==> src/pgc_consts.vh <==
`ifndef PGC_CONSTS_VH
`define PGC_CONSTS_VH

// Register indices (byte address is four times the index)
`define PGC_IDX_FRAME_LEN      12'h61A
`define PGC_IDX_GAP            12'h61B
`define PGC_IDX_BYTE_CNT       12'h61C
`define PGC_IDX_FRAME_LO       12'h61D
`define PGC_IDX_FRAME_HI       12'h61E
`define PGC_IDX_STATUS         12'h620
`define PGC_IDX_ERRFRM_LO      12'h622
`define PGC_IDX_ERRFRM_HI      12'h623
`define PGC_IDX_CTRL           12'h630
`define PGC_IDX_IRQ_STAT       12'h631
`define PGC_IDX_IRQ_MASK       12'h632

// Reset values
`define PGC_RST_FRAME_LEN      16'h05DC
`define PGC_RST_GAP            8'h7D
`define PGC_RST_RUN_FRAMES     16'h0001

// Status register fields
`define PGC_ST_SNAP_BIT        0
`define PGC_ST_CLEAR_BIT       1
`define PGC_ST_SYNC_BIT        8
`define PGC_ST_BYTE_OV_BIT     9
`define PGC_ST_FRAME_OV_BIT    10
`define PGC_ST_BUSY_BIT        11
`define PGC_ST_DONE_BIT        12

// Control register fields
`define PGC_CT_GEN_EN_BIT      0
`define PGC_CT_PRBS_BIT        1
`define PGC_CT_CONT_BIT        3
`define PGC_CT_SEND_BIT        12

// Interrupt status fields
`define PGC_IRQ_DONE_BIT       0
`define PGC_IRQ_BYTE_OV_BIT    1
`define PGC_IRQ_FRAME_OV_BIT   2
`define PGC_IRQ_SYNC_LOSS_BIT  3

`endif

==> src/pgc_top.v <==
// Contract
// - Every generated frame is exactly the programmed length in bytes, reset 1500.
// - Idle gap between generated frames equals the 8-bit gap setting, reset 125.
// - 16-bit received byte counter; holds at maximum in single mode.
// - 32-bit received frame counter read as two halves; saturates in single mode.
// - 32-bit errored frame counter; saturates in single mode.
// - 8-bit errored bit counter; stops at 255 in single mode.
// - Writing status bit 0 snapshots all counters; counting continues.
// - Writing status bit 1 snapshots, then clears counters and overflow flags.
// - Frame counter overflow flag is sticky until the counters are cleared.
// - Byte counter overflow flag is sticky until the counters are cleared.
// - Read-only flag shows checker synchronisation to the received stream.
// - Done flag sets after all requested test frames are sent; zero meanwhile.
// - Busy flag is one while the generator operates, zero when idle.
// - Single mode stops at maximum; continuous mode pulses and restarts from zero.
// - The send request bit clears itself when done becomes set.
// - Upper errored frame half sits at the next index, same snapshot.
//
// Implementation choice: the Avalon-MM interface to the registers.
`timescale 1ns/1ps
`default_nettype none
`include "pgc_consts.vh"

module pgc_top
(
    input  wire        i_clk,
    input  wire        i_reset,
    // Avalon-MM slave
    input  wire [13:0] i_avs_address,
    input  wire        i_avs_read,
    input  wire        i_avs_write,
    input  wire [31:0] i_avs_writedata,
    input  wire [3:0]  i_avs_byteenable,
    output reg  [31:0] o_avs_readdata,
    output wire        o_avs_waitrequest,
    output reg  [1:0]  o_avs_response,
    // Transmit datapath tap
    input  wire        i_tx_ready,
    output reg         o_tx_valid,
    output reg         o_tx_sof,
    output reg         o_tx_eof,
    // Receive checker tap
    input  wire        i_rx_byte_valid,
    input  wire        i_rx_frame_end,
    input  wire        i_rx_frame_err,
    input  wire        i_rx_bit_err,
    input  wire        i_rx_sync,
    // Counter wrap pulse and interrupt
    output reg         o_wrap_pulse,
    output wire        o_irq
);

    //==========================================================
    // Bus slave handshake
    //==========================================================
    reg         ack_ff;
    wire        req = i_avs_read | i_avs_write;
    wire        acc = req & ~ack_ff;
    wire [11:0] idx = i_avs_address[13:2];
    wire        lo_en = i_avs_byteenable[0];
    wire        hi_en = i_avs_byteenable[1];

    // One wait cycle; answer on the second edge
    assign o_avs_waitrequest = req & ~ack_ff;

    // Decodes whether an index is mapped
    function is_mapped;
        input [11:0] a;
        begin
            is_mapped = (a == `PGC_IDX_FRAME_LEN) || (a == `PGC_IDX_GAP) ||
                        (a == `PGC_IDX_BYTE_CNT) || (a == `PGC_IDX_FRAME_LO) ||
                        (a == `PGC_IDX_FRAME_HI) || (a == `PGC_IDX_STATUS) ||
                        (a == `PGC_IDX_ERRFRM_LO) || (a == `PGC_IDX_ERRFRM_HI) ||
                        (a == `PGC_IDX_CTRL) || (a == `PGC_IDX_IRQ_STAT) ||
                        (a == `PGC_IDX_IRQ_MASK);
        end
    endfunction

    wire wr = acc & i_avs_write & is_mapped(idx);
    wire rd = acc & i_avs_read & is_mapped(idx);
    wire wr_len    = wr & (idx == `PGC_IDX_FRAME_LEN);
    wire wr_gap    = wr & (idx == `PGC_IDX_GAP) & lo_en;
    wire wr_status = wr & (idx == `PGC_IDX_STATUS) & lo_en;
    wire wr_ctrl   = wr & (idx == `PGC_IDX_CTRL);
    wire wr_mask   = wr & (idx == `PGC_IDX_IRQ_MASK) & lo_en;
    wire rd_irq    = rd & (idx == `PGC_IDX_IRQ_STAT);
    wire snap      = wr_status & (i_avs_writedata[`PGC_ST_SNAP_BIT] |
                                  i_avs_writedata[`PGC_ST_CLEAR_BIT]);
    wire clr       = wr_status & i_avs_writedata[`PGC_ST_CLEAR_BIT];

    //==========================================================
    // Configuration registers
    //==========================================================
    reg [15:0] frame_len_ff;
    reg [7:0]  gap_ff;
    reg        gen_en_ff;
    reg        prbs_mode_ff;
    reg        cont_mode_ff;
    reg        send_ff;
    reg [3:0]  mask_ff;
    reg        done_ff;
    reg        gen_done_evt;

    // Settings written by software; send clears itself on done
    always @(posedge i_clk)
    begin
        if (i_reset)
        begin
            frame_len_ff <= `PGC_RST_FRAME_LEN;
            gap_ff       <= `PGC_RST_GAP;
            gen_en_ff    <= 1'b0;
            prbs_mode_ff <= 1'b0;
            cont_mode_ff <= 1'b0;
            send_ff      <= 1'b0;
            mask_ff      <= 4'h0;
        end
        else
        begin
            if (wr_len)
            begin
                if (lo_en)
                    frame_len_ff[7:0] <= i_avs_writedata[7:0];
                if (hi_en)
                    frame_len_ff[15:8] <= i_avs_writedata[15:8];
            end
            if (wr_gap)
                gap_ff <= i_avs_writedata[7:0];
            if (wr_mask)
                mask_ff <= i_avs_writedata[3:0];
            if (wr_ctrl & lo_en)
            begin
                gen_en_ff    <= i_avs_writedata[`PGC_CT_GEN_EN_BIT];
                prbs_mode_ff <= i_avs_writedata[`PGC_CT_PRBS_BIT];
                cont_mode_ff <= i_avs_writedata[`PGC_CT_CONT_BIT];
            end
            if (gen_done_evt)
                send_ff <= 1'b0;
            else if (wr_ctrl & hi_en)
                send_ff <= i_avs_writedata[`PGC_CT_SEND_BIT];
        end
    end

    //==========================================================
    // Frame generator
    //==========================================================
    localparam [1:0] ST_IDLE  = 2'b00;
    localparam [1:0] ST_FRAME = 2'b01;
    localparam [1:0] ST_GAP   = 2'b10;

    reg  [1:0]  state_ff;
    reg  [1:0]  nxt_state;
    reg  [15:0] cnt_ff;
    reg  [15:0] nxt_cnt;
    reg  [15:0] sent_ff;
    reg  [15:0] nxt_sent;
    reg  [15:0] run_frames_ff;
    wire        prbs_run = gen_en_ff & prbs_mode_ff;
    wire        crc_run  = gen_en_ff & ~prbs_mode_ff & send_ff;
    wire        run      = prbs_run | crc_run;
    wire        start    = wr_ctrl & hi_en & i_avs_writedata[`PGC_CT_SEND_BIT];

    // Next state of the generator sequencer
    always @*
    begin
        nxt_state    = state_ff;
        nxt_cnt      = cnt_ff;
        nxt_sent     = sent_ff;
        gen_done_evt = 1'b0;
        case (state_ff)
            ST_IDLE:
            begin
                nxt_sent = 16'h0000;
                if (run && frame_len_ff != 16'h0000)
                begin
                    nxt_state = ST_FRAME;
                    nxt_cnt   = 16'h0000;
                end
            end
            ST_FRAME:
            begin
                if (i_tx_ready)
                begin
                    if (cnt_ff == frame_len_ff - 16'h0001)
                    begin
                        nxt_sent = sent_ff + 16'h0001;
                        nxt_cnt  = 16'h0000;
                        if (crc_run && nxt_sent >= run_frames_ff)
                        begin
                            nxt_state    = ST_IDLE;
                            gen_done_evt = 1'b1;
                        end
                        else if (!run)
                            nxt_state = ST_IDLE;
                        else
                            nxt_state = (gap_ff == 8'h00) ? ST_FRAME : ST_GAP;
                    end
                    else
                        nxt_cnt = cnt_ff + 16'h0001;
                end
            end
            ST_GAP:
            begin
                if (!run)
                    nxt_state = ST_IDLE;
                else if (cnt_ff == {8'h00, gap_ff} - 16'h0001)
                begin
                    nxt_state = ST_FRAME;
                    nxt_cnt   = 16'h0000;
                end
                else
                    nxt_cnt = cnt_ff + 16'h0001;
            end
            default:
                nxt_state = ST_IDLE;
        endcase
    end

    // Sequencer registers, done flag and byte strobes
    always @(posedge i_clk)
    begin
        if (i_reset)
        begin
            state_ff      <= ST_IDLE;
            cnt_ff        <= 16'h0000;
            sent_ff       <= 16'h0000;
            run_frames_ff <= `PGC_RST_RUN_FRAMES;
            done_ff       <= 1'b0;
            o_tx_valid    <= 1'b0;
            o_tx_sof      <= 1'b0;
            o_tx_eof      <= 1'b0;
        end
        else
        begin
            state_ff <= nxt_state;
            cnt_ff   <= nxt_cnt;
            sent_ff  <= nxt_sent;
            if (gen_done_evt)
                done_ff <= 1'b1;
            else if (start)
                done_ff <= 1'b0;
            o_tx_valid <= (nxt_state == ST_FRAME);
            o_tx_sof   <= (nxt_state == ST_FRAME) && (nxt_cnt == 16'h0000);
            o_tx_eof   <= (nxt_state == ST_FRAME) && (nxt_cnt == frame_len_ff - 16'h0001);
        end
    end

    //==========================================================
    // Checker counters
    //==========================================================
    reg [15:0] byte_cnt_ff;
    reg [31:0] frame_cnt_ff;
    reg [31:0] errfrm_cnt_ff;
    reg [7:0]  biterr_cnt_ff;
    reg        byte_ov_ff;
    reg        frame_ov_ff;
    reg [15:0] byte_snap_ff;
    reg [31:0] frame_snap_ff;
    reg [31:0] errfrm_snap_ff;
    reg [7:0]  biterr_snap_ff;

    // single mode halts all counting once any counter is full
    wire halted   = ~cont_mode_ff & ((&byte_cnt_ff) | (&frame_cnt_ff) |
                                     (&errfrm_cnt_ff) | (&biterr_cnt_ff));
    wire byte_inc = i_rx_byte_valid & ~halted;
    wire frm_inc  = i_rx_frame_end & ~halted;
    wire efr_inc  = i_rx_frame_end & i_rx_frame_err & ~halted;
    wire ber_inc  = i_rx_bit_err & ~halted;
    wire byte_wrap = byte_inc & (&byte_cnt_ff);
    wire frm_wrap  = frm_inc & (&frame_cnt_ff);
    wire efr_wrap  = efr_inc & (&errfrm_cnt_ff);
    wire ber_wrap  = ber_inc & (&biterr_cnt_ff);

    // Running counters, overflow flags and snapshot copies
    always @(posedge i_clk)
    begin
        if (i_reset)
        begin
            byte_cnt_ff    <= 16'h0000;
            frame_cnt_ff   <= 32'h00000000;
            errfrm_cnt_ff  <= 32'h00000000;
            biterr_cnt_ff  <= 8'h00;
            byte_ov_ff     <= 1'b0;
            frame_ov_ff    <= 1'b0;
            byte_snap_ff   <= 16'h0000;
            frame_snap_ff  <= 32'h00000000;
            errfrm_snap_ff <= 32'h00000000;
            biterr_snap_ff <= 8'h00;
            o_wrap_pulse   <= 1'b0;
        end
        else
        begin
            if (snap)
            begin
                byte_snap_ff   <= byte_cnt_ff;
                frame_snap_ff  <= frame_cnt_ff;
                errfrm_snap_ff <= errfrm_cnt_ff;
                biterr_snap_ff <= biterr_cnt_ff;
            end
            o_wrap_pulse <= byte_wrap | frm_wrap | efr_wrap | ber_wrap;
            if (clr)
            begin
                byte_cnt_ff   <= 16'h0000;
                frame_cnt_ff  <= 32'h00000000;
                errfrm_cnt_ff <= 32'h00000000;
                biterr_cnt_ff <= 8'h00;
                byte_ov_ff    <= 1'b0;
                frame_ov_ff   <= 1'b0;
            end
            else
            begin
                if (byte_inc)
                    byte_cnt_ff <= byte_cnt_ff + 16'h0001;
                if (frm_inc)
                    frame_cnt_ff <= frame_cnt_ff + 32'h00000001;
                if (efr_inc)
                    errfrm_cnt_ff <= errfrm_cnt_ff + 32'h00000001;
                if (ber_inc)
                    biterr_cnt_ff <= biterr_cnt_ff + 8'h01;
                if (byte_inc && byte_cnt_ff == 16'hFFFE || byte_wrap)
                    byte_ov_ff <= 1'b1;
                if (frm_inc && frame_cnt_ff == 32'hFFFFFFFE || frm_wrap)
                    frame_ov_ff <= 1'b1;
            end
        end
    end

    //==========================================================
    // Interrupts
    //==========================================================
    reg  [3:0] irq_stat_ff;
    reg        sync_d_ff;
    wire [3:0] irq_evt = {sync_d_ff & ~i_rx_sync,
                          frm_inc & (frame_cnt_ff == 32'hFFFFFFFE) | frm_wrap,
                          byte_inc & (byte_cnt_ff == 16'hFFFE) | byte_wrap,
                          gen_done_evt};

    // Sticky events; a read clears, a new event wins over the clear
    always @(posedge i_clk)
    begin
        if (i_reset)
        begin
            irq_stat_ff <= 4'h0;
            sync_d_ff   <= 1'b0;
        end
        else
        begin
            sync_d_ff   <= i_rx_sync;
            irq_stat_ff <= (rd_irq ? 4'h0 : irq_stat_ff) | irq_evt;
        end
    end

    assign o_irq = |(irq_stat_ff & mask_ff);

    //==========================================================
    // Read data and response
    //==========================================================
    reg [15:0] rdata;

    // Read multiplexer
    always @*
    begin
        case (idx)
            `PGC_IDX_FRAME_LEN: rdata = frame_len_ff;
            `PGC_IDX_GAP:       rdata = {8'h00, gap_ff};
            `PGC_IDX_BYTE_CNT:  rdata = byte_snap_ff;
            `PGC_IDX_FRAME_LO:  rdata = frame_snap_ff[15:0];
            `PGC_IDX_FRAME_HI:  rdata = frame_snap_ff[31:16];
            `PGC_IDX_STATUS:    rdata = {3'b000, done_ff, state_ff != ST_IDLE,
                                         frame_ov_ff, byte_ov_ff, i_rx_sync,
                                         biterr_snap_ff};
            `PGC_IDX_ERRFRM_LO: rdata = errfrm_snap_ff[15:0];
            `PGC_IDX_ERRFRM_HI: rdata = errfrm_snap_ff[31:16];
            `PGC_IDX_CTRL:      rdata = {3'b000, send_ff, 8'h00, cont_mode_ff,
                                         1'b0, prbs_mode_ff, gen_en_ff};
            `PGC_IDX_IRQ_STAT:  rdata = {12'h000, irq_stat_ff};
            `PGC_IDX_IRQ_MASK:  rdata = {12'h000, mask_ff};
            default:            rdata = 16'h0000;
        endcase
    end

    // Answer registers
    always @(posedge i_clk)
    begin
        if (i_reset)
        begin
            ack_ff         <= 1'b0;
            o_avs_readdata <= 32'h00000000;
            o_avs_response <= 2'b00;
        end
        else
        begin
            ack_ff <= acc;
            if (acc)
            begin
                o_avs_readdata <= i_avs_read ? {16'h0000, rdata} : 32'h00000000;
                o_avs_response <= is_mapped(idx) ? 2'b00 : 2'b11;
            end
        end
    end

endmodule
`default_nettype wire

==> config.mk <==
export PLATFORM = sky130hd
export DESIGN_NAME = pgc_top
export DESIGN_NICKNAME = d
export VERILOG_FILES = /design/src/pgc_top.v
export VERILOG_INCLUDE_DIRS = /design/src /design/src/src
export SDC_FILE = /design/constraint.sdc
export NUM_CORES = 1
export LEC_CHECK = 0
export BUFFER_PORTS_ARGS = -buffer_cell sky130_fd_sc_hd__buf_4
export CAP_MARGIN = 20
export CELL_PAD_IN_SITES_DETAIL_PLACEMENT = 2
export CELL_PAD_IN_SITES_GLOBAL_PLACEMENT = 2
export CORE_ASPECT_RATIO = 0.9
export CORE_UTILIZATION = 39
export CTS_CLUSTER_SIZE = 10
export DETAILED_ROUTE_END_ITERATION = 10
export GPL_TIMING_DRIVEN = 0
export PLACE_DENSITY_LB_ADDON = 0.1
export SLEW_MARGIN = 20
export SYNTH_ARGS = -nofsm -noshare
export SYNTH_HDL_FRONTEND = slang
export SYNTH_SLANG_ARGS = --single-unit
==> constraint.sdc <==
create_clock -name i_clk -period 7.2 [get_ports i_clk]
set_input_delay 1.8 -clock i_clk [delete_from_list [all_inputs] [get_ports i_clk]]
set_output_delay 1.8 -clock i_clk [all_outputs]
set_load 0.01 [all_outputs]
==> impl_metrics.yaml, run 1 <==
timing:
  setup_tns_ps: 0
  finalSetupViolCount: 0
  fin_crit_ps: 5580
  fin_crit_sh_pct: 77.5
  finalMaxSlewViolations: 0
  finalClockSkew_ps: 26.0
  rsz0062_at_grt: "false"
  max_freq_ghz: 0.179
  maxSlewHeadroom_pct: 18.6
  finalHoldViolCount: 0
  tightest_slew_ps: 1210
power:
  p_int_uw: 2490
  leakage_uw: 0.00569
  pwr-share-clk_pct: 50.2
  vdd_drop_max_mv: 0.147
  seq_power_share_pct: 46.2
  p_sw_uw: 805
  swShare_pct: 24.4
  powerDensity_mw_per_mm2: 196
  pwr-share-comb_pct: 3.6
clocking:
  cts-root-buf: "clkbuf_16"
  clk_latency_ps: 550
  path_clk_slew_ps: 60
  clock-sinks: 272
  cts_hold_buffers: 0
  cts_tree: "yes"
  cts_buffers: 35
  cts_setup_buffers: 0
  htreeDepth: 2
  cts_buffer_depth: 3
  cts-resized-gates: 0
logic_synthesis:
  syn_inst: 1898
  synthAdderAreaFrac_pct: 1.10
  synth-simple-area-share_pct: 28.8
  yosysUniqueCellTypes: 86
  synth_warnings: 0
  synth-compound-area-share_pct: 17.7
  yosysMostFrequentCell: "nand2_1"
  syn_area_mm2: 0.0146
  synth_edf_count: 0
  synth_top_family_by_area: "simple AND/OR/NAND/NOR gates"
  synth.area.mux_share_pct: 2.34
  synth_largest_area_cell: "dfxtp_1"
  synth_common_cells: "300 x nand2_1, 272 x dfxtp_1, 201 x nor2_1"
  ys.flop_type: "dfxtp_1"
  ys_seq_elements: 272
  synth_area_per_cell_um2: 7.70
  synth_top_area_share_pct: 37.2
  synth.area.top_cells: "dfxtp_1 37%, nand2_1 7.7%, a21oi_1 5.4%, nor2_1 5.2%, xnor2_1 4.1%"
  synth-async-reset-ratio_pct: 0
  synth-xor-area-share_pct: 7.65
  ys_seq_area_share_pct: 37.2
hold_path:
  hp-class: "register to register"
  min_to: "frame_snap_ff[7]"
  hp-start: "frame_snap_ff[7]"
  whs_path_depth: 2
finish:
  nets: 2085
  fin_util_pct: 46.1
  area_delta_synth_final_pct: 15.0
  drive_gt1_share_pct: 8.48
grt:
  grt_pass1_vias: 15900
  grt_max_degree: 11
  antenna_found_initial: 1
  grt_pass1_wl_um: 98700
  gr-total-overflow: 0
  track_usage_pct: 34.6
critical_path:
  cp.depth: 14
  path_max_fanout: 10
  crit_path_frequent_cell: "clkbuf_1"
  crit_arrival_ps: 6030
  slowest_delay_ps: 560
  end_kind: "register"
  path_class: "input port to register"
  crit_chain: "buf_4 -> nor3_1 -> nand4b_1 -> a221oi_1 -> a21oi_1 -> nor2_1 -> and3_1 -> clkbuf_1 -> o211a_1 -> clkbuf_1 -> clkbuf_1 -> buf_1 -> nand2_1 -> a21oi_1"
  r2r_end: "o_tx_eof"
  r2r_cells: 16
  r2r_start: "frame_len_ff[0]"
  worst-path-buf-inv: 5
  crit_path_start_kind: "input port"
  cp_top_family: "buffers and inverters"
  cp_slowest_cell: "clkbuf_1"
  r2r_slack_ps: 1630
  cp.required_ps: 7650
place:
  dp_hpwl_um: 50200
  gp_congestion: 0.944
  io_buffers: 60
drt:
  via_count: 15400
  drt-initial-drc-count: 1316
  routed_via_density: 6.16
  drt_first_pass_iters: 5
  ant_nets: 0
  wire_per_inst_um: 26.6
  drt_wl_total_um: 66600
  route.detailed.drc: 0
flow_run:
  cap_violations: 0
floorplanning:
  ioPinCount: 100
  die-area_mm2: 0.0383
  rows: 66
  die_h_um: 186
  die_w_um: 206
  initial_core_util_pct: 40.1
  coreArea_mm2: 0.0365
outcome:
  run_status: "finished clean"
layout make-up:
cell class | count | area (um2)
diodes | 1 | 2.50
well taps | 476 | 596
plain buffers | 141 | 622
clock inverters | 5 | 68.8
fillers | 4265 | 19700
flip-flops and latches | 272 | 5450
inverters | 37 | 139
repair buffers | 63 | 465
clock buffers | 48 | 965
multi-input cells | 1463 | 8510
placed cells by master, fill, tap and decap left out, types with 6 or more instances in the layout:
cell       count
or3_1         25
o211ai_1       8
conb_1        16
or2_2         11
clkbuf_16     35
a21o_1         7
a221oi_1      12
nor2b_1        7
mux2i_1       33
and3_1        40
nor4_1        21
xnor2_1       68
dfxtp_1      272
a21oi_1      157
buf_2         10
and4_1        17
nor3_1        53
a222oi_1       6
buf_4         78
a22oi_1       62
clkbuf_1     115
buf_1          7
or4_1          8
o21ai_0       53
xor2_1        57
nand2b_1       8
ha_1          12
a31oi_1       11
nand3_1       77
a211oi_1       9
and2_1        23
nor2_1       201
nand2_1      300
nand4_1       46
inv_1         37
a22o_1        10
o31ai_1        6
cell families after synthesis:
group / Yosys count
flops: 272
compound gates: 400
buf+inv: 178
fa+ha+maj: 13
simple gates: 874
other cells: 1
xor+xnor: 126
mux: 34
tightest hold or removal path: cells and delay by family (launching register included):
kind            cells  cell delay, ps
compound gates      1              50
flops               1             310
simple gates        1              50
power by group through the flow:
stage / Sequential (uW) / Clock (uW) / Combinational (uW)
2_1_floorplan: 1550 / 0 / 57.9
3_3_place_gp: 1550 / 0 / 111
3_5_place_dp: 1550 / 0 / 115
4_1_cts: 1520 / 1670 / 117
5_1_grt: 1520 / 1720 / 127
6_report: 1520 / 1650 / 120
registers in the layout (all words and copies together) (netlist names), 16 cells and up:
name / count
frame_len_ff: 16
frame_cnt_ff: 32
byte_cnt_ff: 16
errfrm_snap_ff: 32
cnt_ff: 16
frame_snap_ff: 32
o_avs_readdata: 16
errfrm_cnt_ff: 32
sent_ff: 16
byte_snap_ff: 16
layer usage:
layer  vias up  GRT usage [%]  routed length [um]
met5         -              0                   0
met1      7810           48.5               30500
met4         0           8.94                1450
met3       110           7.55                5730
met2       612           53.5               28900
li1       6901              -                   -
worst max-delay path by stage:
stage	start	end
final	i_avs_address[4]	byte_snap_ff[13]
after detailed placement	i_avs_address[4]	byte_snap_ff[13]
after global placement	i_avs_address[10]	byte_snap_ff[8]
after floorplan	i_avs_address[4]	biterr_snap_ff[2]
after global routing	i_avs_address[10]	biterr_snap_ff[4]
after CTS	i_avs_address[4]	byte_snap_ff[13]
through the flow:
stage          setup slack, ps  instances  instance area [um2]  hold WS, ps  power (uW)
5_1_grt                   1370       2505                16800          477        3370
3_5_place_dp              1250       2450                15800          451        1670
4_1_cts                   1810       2503                16800          457        3300
2_1_floorplan             2840       1913                14700          426        1610
6_report                  1620       2506                16800          458        3290
3_3_place_gp              1240       2449                15700          439        1660
Power figures use the tool's default switching activity.
==> run 2, diff against run 1 <==
--- a/config.mk
+++ b/config.mk
@@ -11,7 +11,7 @@
 export CELL_PAD_IN_SITES_DETAIL_PLACEMENT = 2
 export CELL_PAD_IN_SITES_GLOBAL_PLACEMENT = 2
 export CORE_ASPECT_RATIO = 0.9
-export CORE_UTILIZATION = 39
+export CORE_UTILIZATION = 33
 export CTS_CLUSTER_SIZE = 10
 export DETAILED_ROUTE_END_ITERATION = 10
 export GPL_TIMING_DRIVEN = 0
==> constraint.sdc (replaced) <==
create_clock -name i_clk -period 4.7 [get_ports i_clk]
set_input_delay 1.175 -clock i_clk [delete_from_list [all_inputs] [get_ports i_clk]]
set_output_delay 1.175 -clock i_clk [all_outputs]
set_load 0.01 [all_outputs]
==> run 2 against run 1 <==
Net effect: worst hold slack better by 0.60 ps; first-iteration DRC count shrank 16%; clock power up 58%; critical path type is now register to register.
==> impl_metrics.yaml, run 2 (same netlist as run 1, synthesis figures left out) <==
finish:
  area_delta_synth_final_pct: 17.3
  antenna_cells: 0
  filler_cell_count: 5024
  drive_gt1_share_pct: 9.56
  nets: 2087
  stdcell_area_mm2: 0.0171
  layout_common_cells: "300 x nand2_1, 272 x dfxtp_1, 201 x nor2_1, 157 x a21oi_1, 108 x clkbuf_1"
  fin_cells: 2622
  final_common_cell: "nand2_1"
place:
  io_buffers: 60
  dpl-instance-area_mm2: 0.0159
  pre_cts_ws_ps: -627
  gp_congestion: 0.943
  dp.cells: 2567
  dp_hpwl_um: 51200
outcome:
  run_status: "finished clean"
clocking:
  cts-root-buf: "clkbuf_16"
  clock-sinks: 272
  path_clk_slew_ps: 70
  cts_buffers: 35
  htreeDepth: 2
  cts_buffer_depth: 3
  clk_latency_ps: 540
  cts_tree: "yes"
critical_path:
  r2r_end: "o_tx_eof"
  path_class: "register to register"
  path_max_fanout: 10
  r2r_slack_ps: 180
  r2r_cells: 16
  r2r_start: "frame_len_ff[0]"
  crit_path_start_kind: "register"
  end_kind: "register"
  cp-startpoint: "frame_len_ff[0]"
  cp.required_ps: 5150
  worstSetupEndpoint: "o_tx_eof"
  crit_arrival_ps: 4970
drt:
  ant_nets: 0
  routed_via_density: 5.77
  wire_per_inst_um: 25.4
  drt_wl_total_um: 66500
  route.detailed.drc: 0
  via_count: 15100
  drt_first_pass_iters: 5
  drt-initial-drc-count: 1110
timing:
  finalMaxSlewViolations: 0
  fin_crit_ps: 4520
  finalSetupViolCount: 0
  tightest_slew_ps: 1110
  fin_crit_sh_pct: 96.2
  finalClockSkew_ps: 18.3
  setup_ws_ps: 177
  maxSlewHeadroom_pct: 25.5
  max_freq_ghz: 0.221
  setup_tns_ps: 0
  finalHoldViolCount: 0
hold_path:
  whs_path_depth: 2
  hp-class: "register to register"
grt:
  use_met2_pct: 43.0
  grt_use_met3_pct: 6.47
  use_met1_pct: 43.5
  grt_pass1_wl_um: 99400
  grt_max_degree: 11
  grt_pass1_vias: 15400
  busiest_layer: "met1"
  track_usage_pct: 29.4
  antenna_found_initial: 0
  gr-total-overflow: 0
power:
  pwr-share-comb_pct: 3.6
  p_sw_uw: 1210
  leakage_uw: 0.00575
  vdd_drop_max_mv: 0.167
  seq_power_share_pct: 45.6
  powerDensity_mw_per_mm2: 298
  pwr-share-clk_pct: 50.9
  power_uw: 5110
  p_int_uw: 3900
  swShare_pct: 23.6
floorplanning:
  ioPinCount: 100
  initial_core_util_pct: 33.7
  die_w_um: 224
  die-area_mm2: 0.0452
  rows: 72
  die_h_um: 202
  coreArea_mm2: 0.0433
flow_run:
  cap_violations: 0
run 2: area by class of cell:
cell class	instances	area, um2	area share, %
clock buffers	45	955	5.57
clock inverters	7	100	0.584
flip-flops and latches	272	5450	31.8
repair buffers	66	493	2.88
inverters	37	139	0.810
plain buffers	140	626	3.65
multi-input cells	1463	8650	50.4
well taps	592	741	4.32
run 2: worst min-delay path by stage:
stage | end | start
final | errfrm_snap_ff[31] | errfrm_snap_ff[31]
after detailed placement | errfrm_snap_ff[4] | errfrm_snap_ff[4]
after CTS | errfrm_snap_ff[4] | errfrm_snap_ff[4]
after floorplan | byte_ov_ff | byte_ov_ff
after global placement | errfrm_snap_ff[0] | errfrm_snap_ff[0]
after global routing | errfrm_snap_ff[31] | errfrm_snap_ff[31]
run 2: power groups by stage:
| stage | clock network (uW) | logic (uW) | registers, uW |
|---|---|---|---|
| 3_3_place_gp | 0 | 174 | 2380 |
| 6_report | 2600 | 182 | 2330 |
| 2_1_floorplan | 0 | 88.7 | 2370 |
| 4_1_cts | 2660 | 179 | 2330 |
| 5_1_grt | 2740 | 196 | 2330 |
| 3_5_place_dp | 0 | 178 | 2380 |
run 2: routing by layer:
metal | part of all wire, % | vias to the layer above
li1 | - | 6918
met1 | 49 | 7689
met2 | 42 | 441
met3 | 7.9 | 76
met4 | 1.7 | 0
met5 | 0 | -
run 2: through the flow:
stage | util [%] | hold WS [ps]
floorplan | - | 426
global placement | 36.6 | 440
detailed placement | 36.7 | 451
CTS | 39.3 | 458
global route | 39.6 | 484
finish | 39.6 | 459
run 2: timing repair:
item                                   in CTS  in global routing
hold buffers                                0                  0
setup endpoints to repair                  26                 37
pin swaps                                   2                  2
endpoints found under the hold margin       0                  0
buffers inserted                            1                  3
resized for setup                          13                 11
run 2: worst max-delay path, cell delays in order, from the launching register on:
cell and delay, ps:
dfxtp_1 310, buf_2 220, inv_1 130, ha_1 210, or3b_2 450, clkbuf_2 220
o31ai_2 300, o21ai_2 180, xnor2_2 200, nor4_4 270, buf_4 210, nand2_2 140
and4_1 200, a311o_1 450, a2111oi_4 370, nand4_1 220, nor4_2 330
==> run 3, diff against run 2 <==
--- a/config.mk
+++ b/config.mk
@@ -16,6 +16,7 @@
 export DETAILED_ROUTE_END_ITERATION = 10
 export GPL_TIMING_DRIVEN = 0
 export PLACE_DENSITY_LB_ADDON = 0.1
+export REMOVE_ABC_BUFFERS = 1
 export SLEW_MARGIN = 20
 export SYNTH_ARGS = -nofsm -noshare
 export SYNTH_HDL_FRONTEND = slang
==> run 3 against run 2 <==
Net effect: cell area decreased by 1.9%; global-route usage decreased by 3.0 points; utilization decreased by 0.74 points; first-iteration DRC count decreased by 37%; highest routed layer unchanged; sequential share of layout area increased by 0.61 points; clock power increased by 2%; combinational power decreased by 16%; sequential power about the same; routed wire length decreased by 11%; count of clock-buffer cells in the layout increased by 7; cell count decreased by 3.9%; power increased by 0.54%.
==> impl_metrics.yaml, run 3 (same netlist as run 1, synthesis figures left out) <==
floorplanning:
  rows: 72
  coreArea_mm2: 0.0433
  initial_core_util_pct: 33.7
  die_w_um: 224
  die_h_um: 202
  die-area_mm2: 0.0452
  ioPinCount: 100
critical_path:
  end_kind: "register"
  r2r_start: "gap_ff[2]"
  crit_path_start_kind: "register"
  path_class: "register to register"
  cp.required_ps: 5170
  crit_arrival_ps: 4930
  path_max_fanout: 10
  r2r_slack_ps: 240
  r2r_end: "o_tx_eof"
  r2r_cells: 11
clocking:
  cts-root-buf: "clkbuf_16"
  path_clk_slew_ps: 60
  cts_buffer_depth: 3
  clk_latency_ps: 560
  clock-sinks: 272
  cts_buffers: 36
  htreeDepth: 2
  cts_tree: "yes"
timing:
  fin_crit_ps: 4460
  finalSetupViolCount: 0
  finalMaxSlewViolations: 0
  max_freq_ghz: 0.224
  fin_crit_sh_pct: 95.0
  tightest_slew_ps: 1070
  setup_ws_ps: 236
  setup_tns_ps: 0
  finalHoldViolCount: 0
  finalClockSkew_ps: 12.9
  maxSlewHeadroom_pct: 28.6
finish:
  antenna_cells: 0
  fin_cells: 2520
  fin_util_pct: 38.8
  multiInputGateArea_mm2: 0.00860
  seq_area_mm2: 0.00545
  layout_common_cells: "299 x nand2_1, 271 x dfxtp_1, 199 x nor2_1, 157 x a21oi_1, 86 x buf_4"
  final_common_cell: "nand2_1"
  area_delta_synth_final_pct: 15.1
  nets: 1980
  drive_gt1_share_pct: 10.2
  filler_cell_count: 4984
  stdcell_area_mm2: 0.0168
place:
  io_buffers: 63
  dp_hpwl_um: 42500
  dpl-instance-area_mm2: 0.0156
  gp_congestion: 0.903
  dp.cells: 2457
  pre_cts_ws_ps: -321
hold_path:
  hp-class: "register to register"
  hp-start: "errfrm_snap_ff[7]"
  min_to: "errfrm_snap_ff[7]"
  whs_path_depth: 2
grt:
  antenna_found_initial: 0
  grt_pass1_wl_um: 92000
  grt_pass1_vias: 14900
  track_usage_pct: 26.3
  grt_max_degree: 113
  gr-total-overflow: 0
outcome:
  run_status: "finished clean"
power:
  powerDensity_mw_per_mm2: 305
  vdd_drop_max_mv: 0.206
  leakage_uw: 0.00568
drt:
  via_count: 14300
  drt_wl_total_um: 59200
  routed_via_density: 5.67
  drt_first_pass_iters: 5
  drt-initial-drc-count: 694
  route.detailed.drc: 0
  wire_per_inst_um: 23.5
  ant_nets: 0
flow_run:
  cap_violations: 0
-- run 3: critical path: stages (launching register included) --
cell and delay (ps):
dfxtp_1 420, or3_4 470, nor4_1 650, mux2i_1 300, o2111ai_2 390, nand2_1 330, mux2i_1 250, nor2_1 80
or4_1 570, a2111oi_2 410, nand4_1 180, nor4_2 300
-- run 3: how the worst max path moves through the flow --
stage | cells after the start | startpoint | to | slack (ps)
2_1_floorplan | 6 | i_avs_address[10] | biterr_snap_ff[0] | -980
3_3_place_gp | 7 | i_avs_address[10] | frame_snap_ff[20] | -7020
3_5_place_dp | 13 | frame_len_ff[0] | o_tx_eof | -320
4_1_cts | 13 | frame_len_ff[0] | o_tx_eof | 6
5_1_grt | 15 | frame_len_ff[0] | o_tx_eof | -1
6_report | 11 | gap_ff[2] | o_tx_eof | 240
-- run 3: report_power, final --
group | switching (uW) | internal, uW
Sequential | 11.6 | 2320
Combinational | 107 | 46.2
Clock | 1120 | 1540
-- run 3: cell type report --
cell class              instances  share of cell area (%)
inverters                      37                   0.825
well taps                     592                    4.40
clock buffers                  52                    6.19
clock inverters                 6                   0.394
multi-input cells            1464                    51.1
flip-flops and latches        272                    32.4
repair buffers                 97                    4.68
-- run 3: stage by stage --
step | power [uW] | hold WS (ps)
detailed placement | 2530 | 449
floorplan | 2420 | 425
finish | 5130 | 451
global route | 5310 | 464
CTS | 5210 | 456
global placement | 2520 | 438
-- run 3: routing by layer --
metal / up-vias / routed length, um / global-route usage [%]
met5: - / 0 / 0
met4: 0 / 1490 / 8.22
met3: 85 / 1870 / 3.21
met2: 218 / 28300 / 44.7
met1: 7274 / 27500 / 34.6
li1: 6706 / - / -
-- run 3: what timing repair did --
item	4_1_cts	5_1_grt
buffers inserted	0	4
hold buffers	0	0
cloned	0	1
pin swaps	0	3
endpoints found under the setup margin	2	2
gates resized for setup	3	5
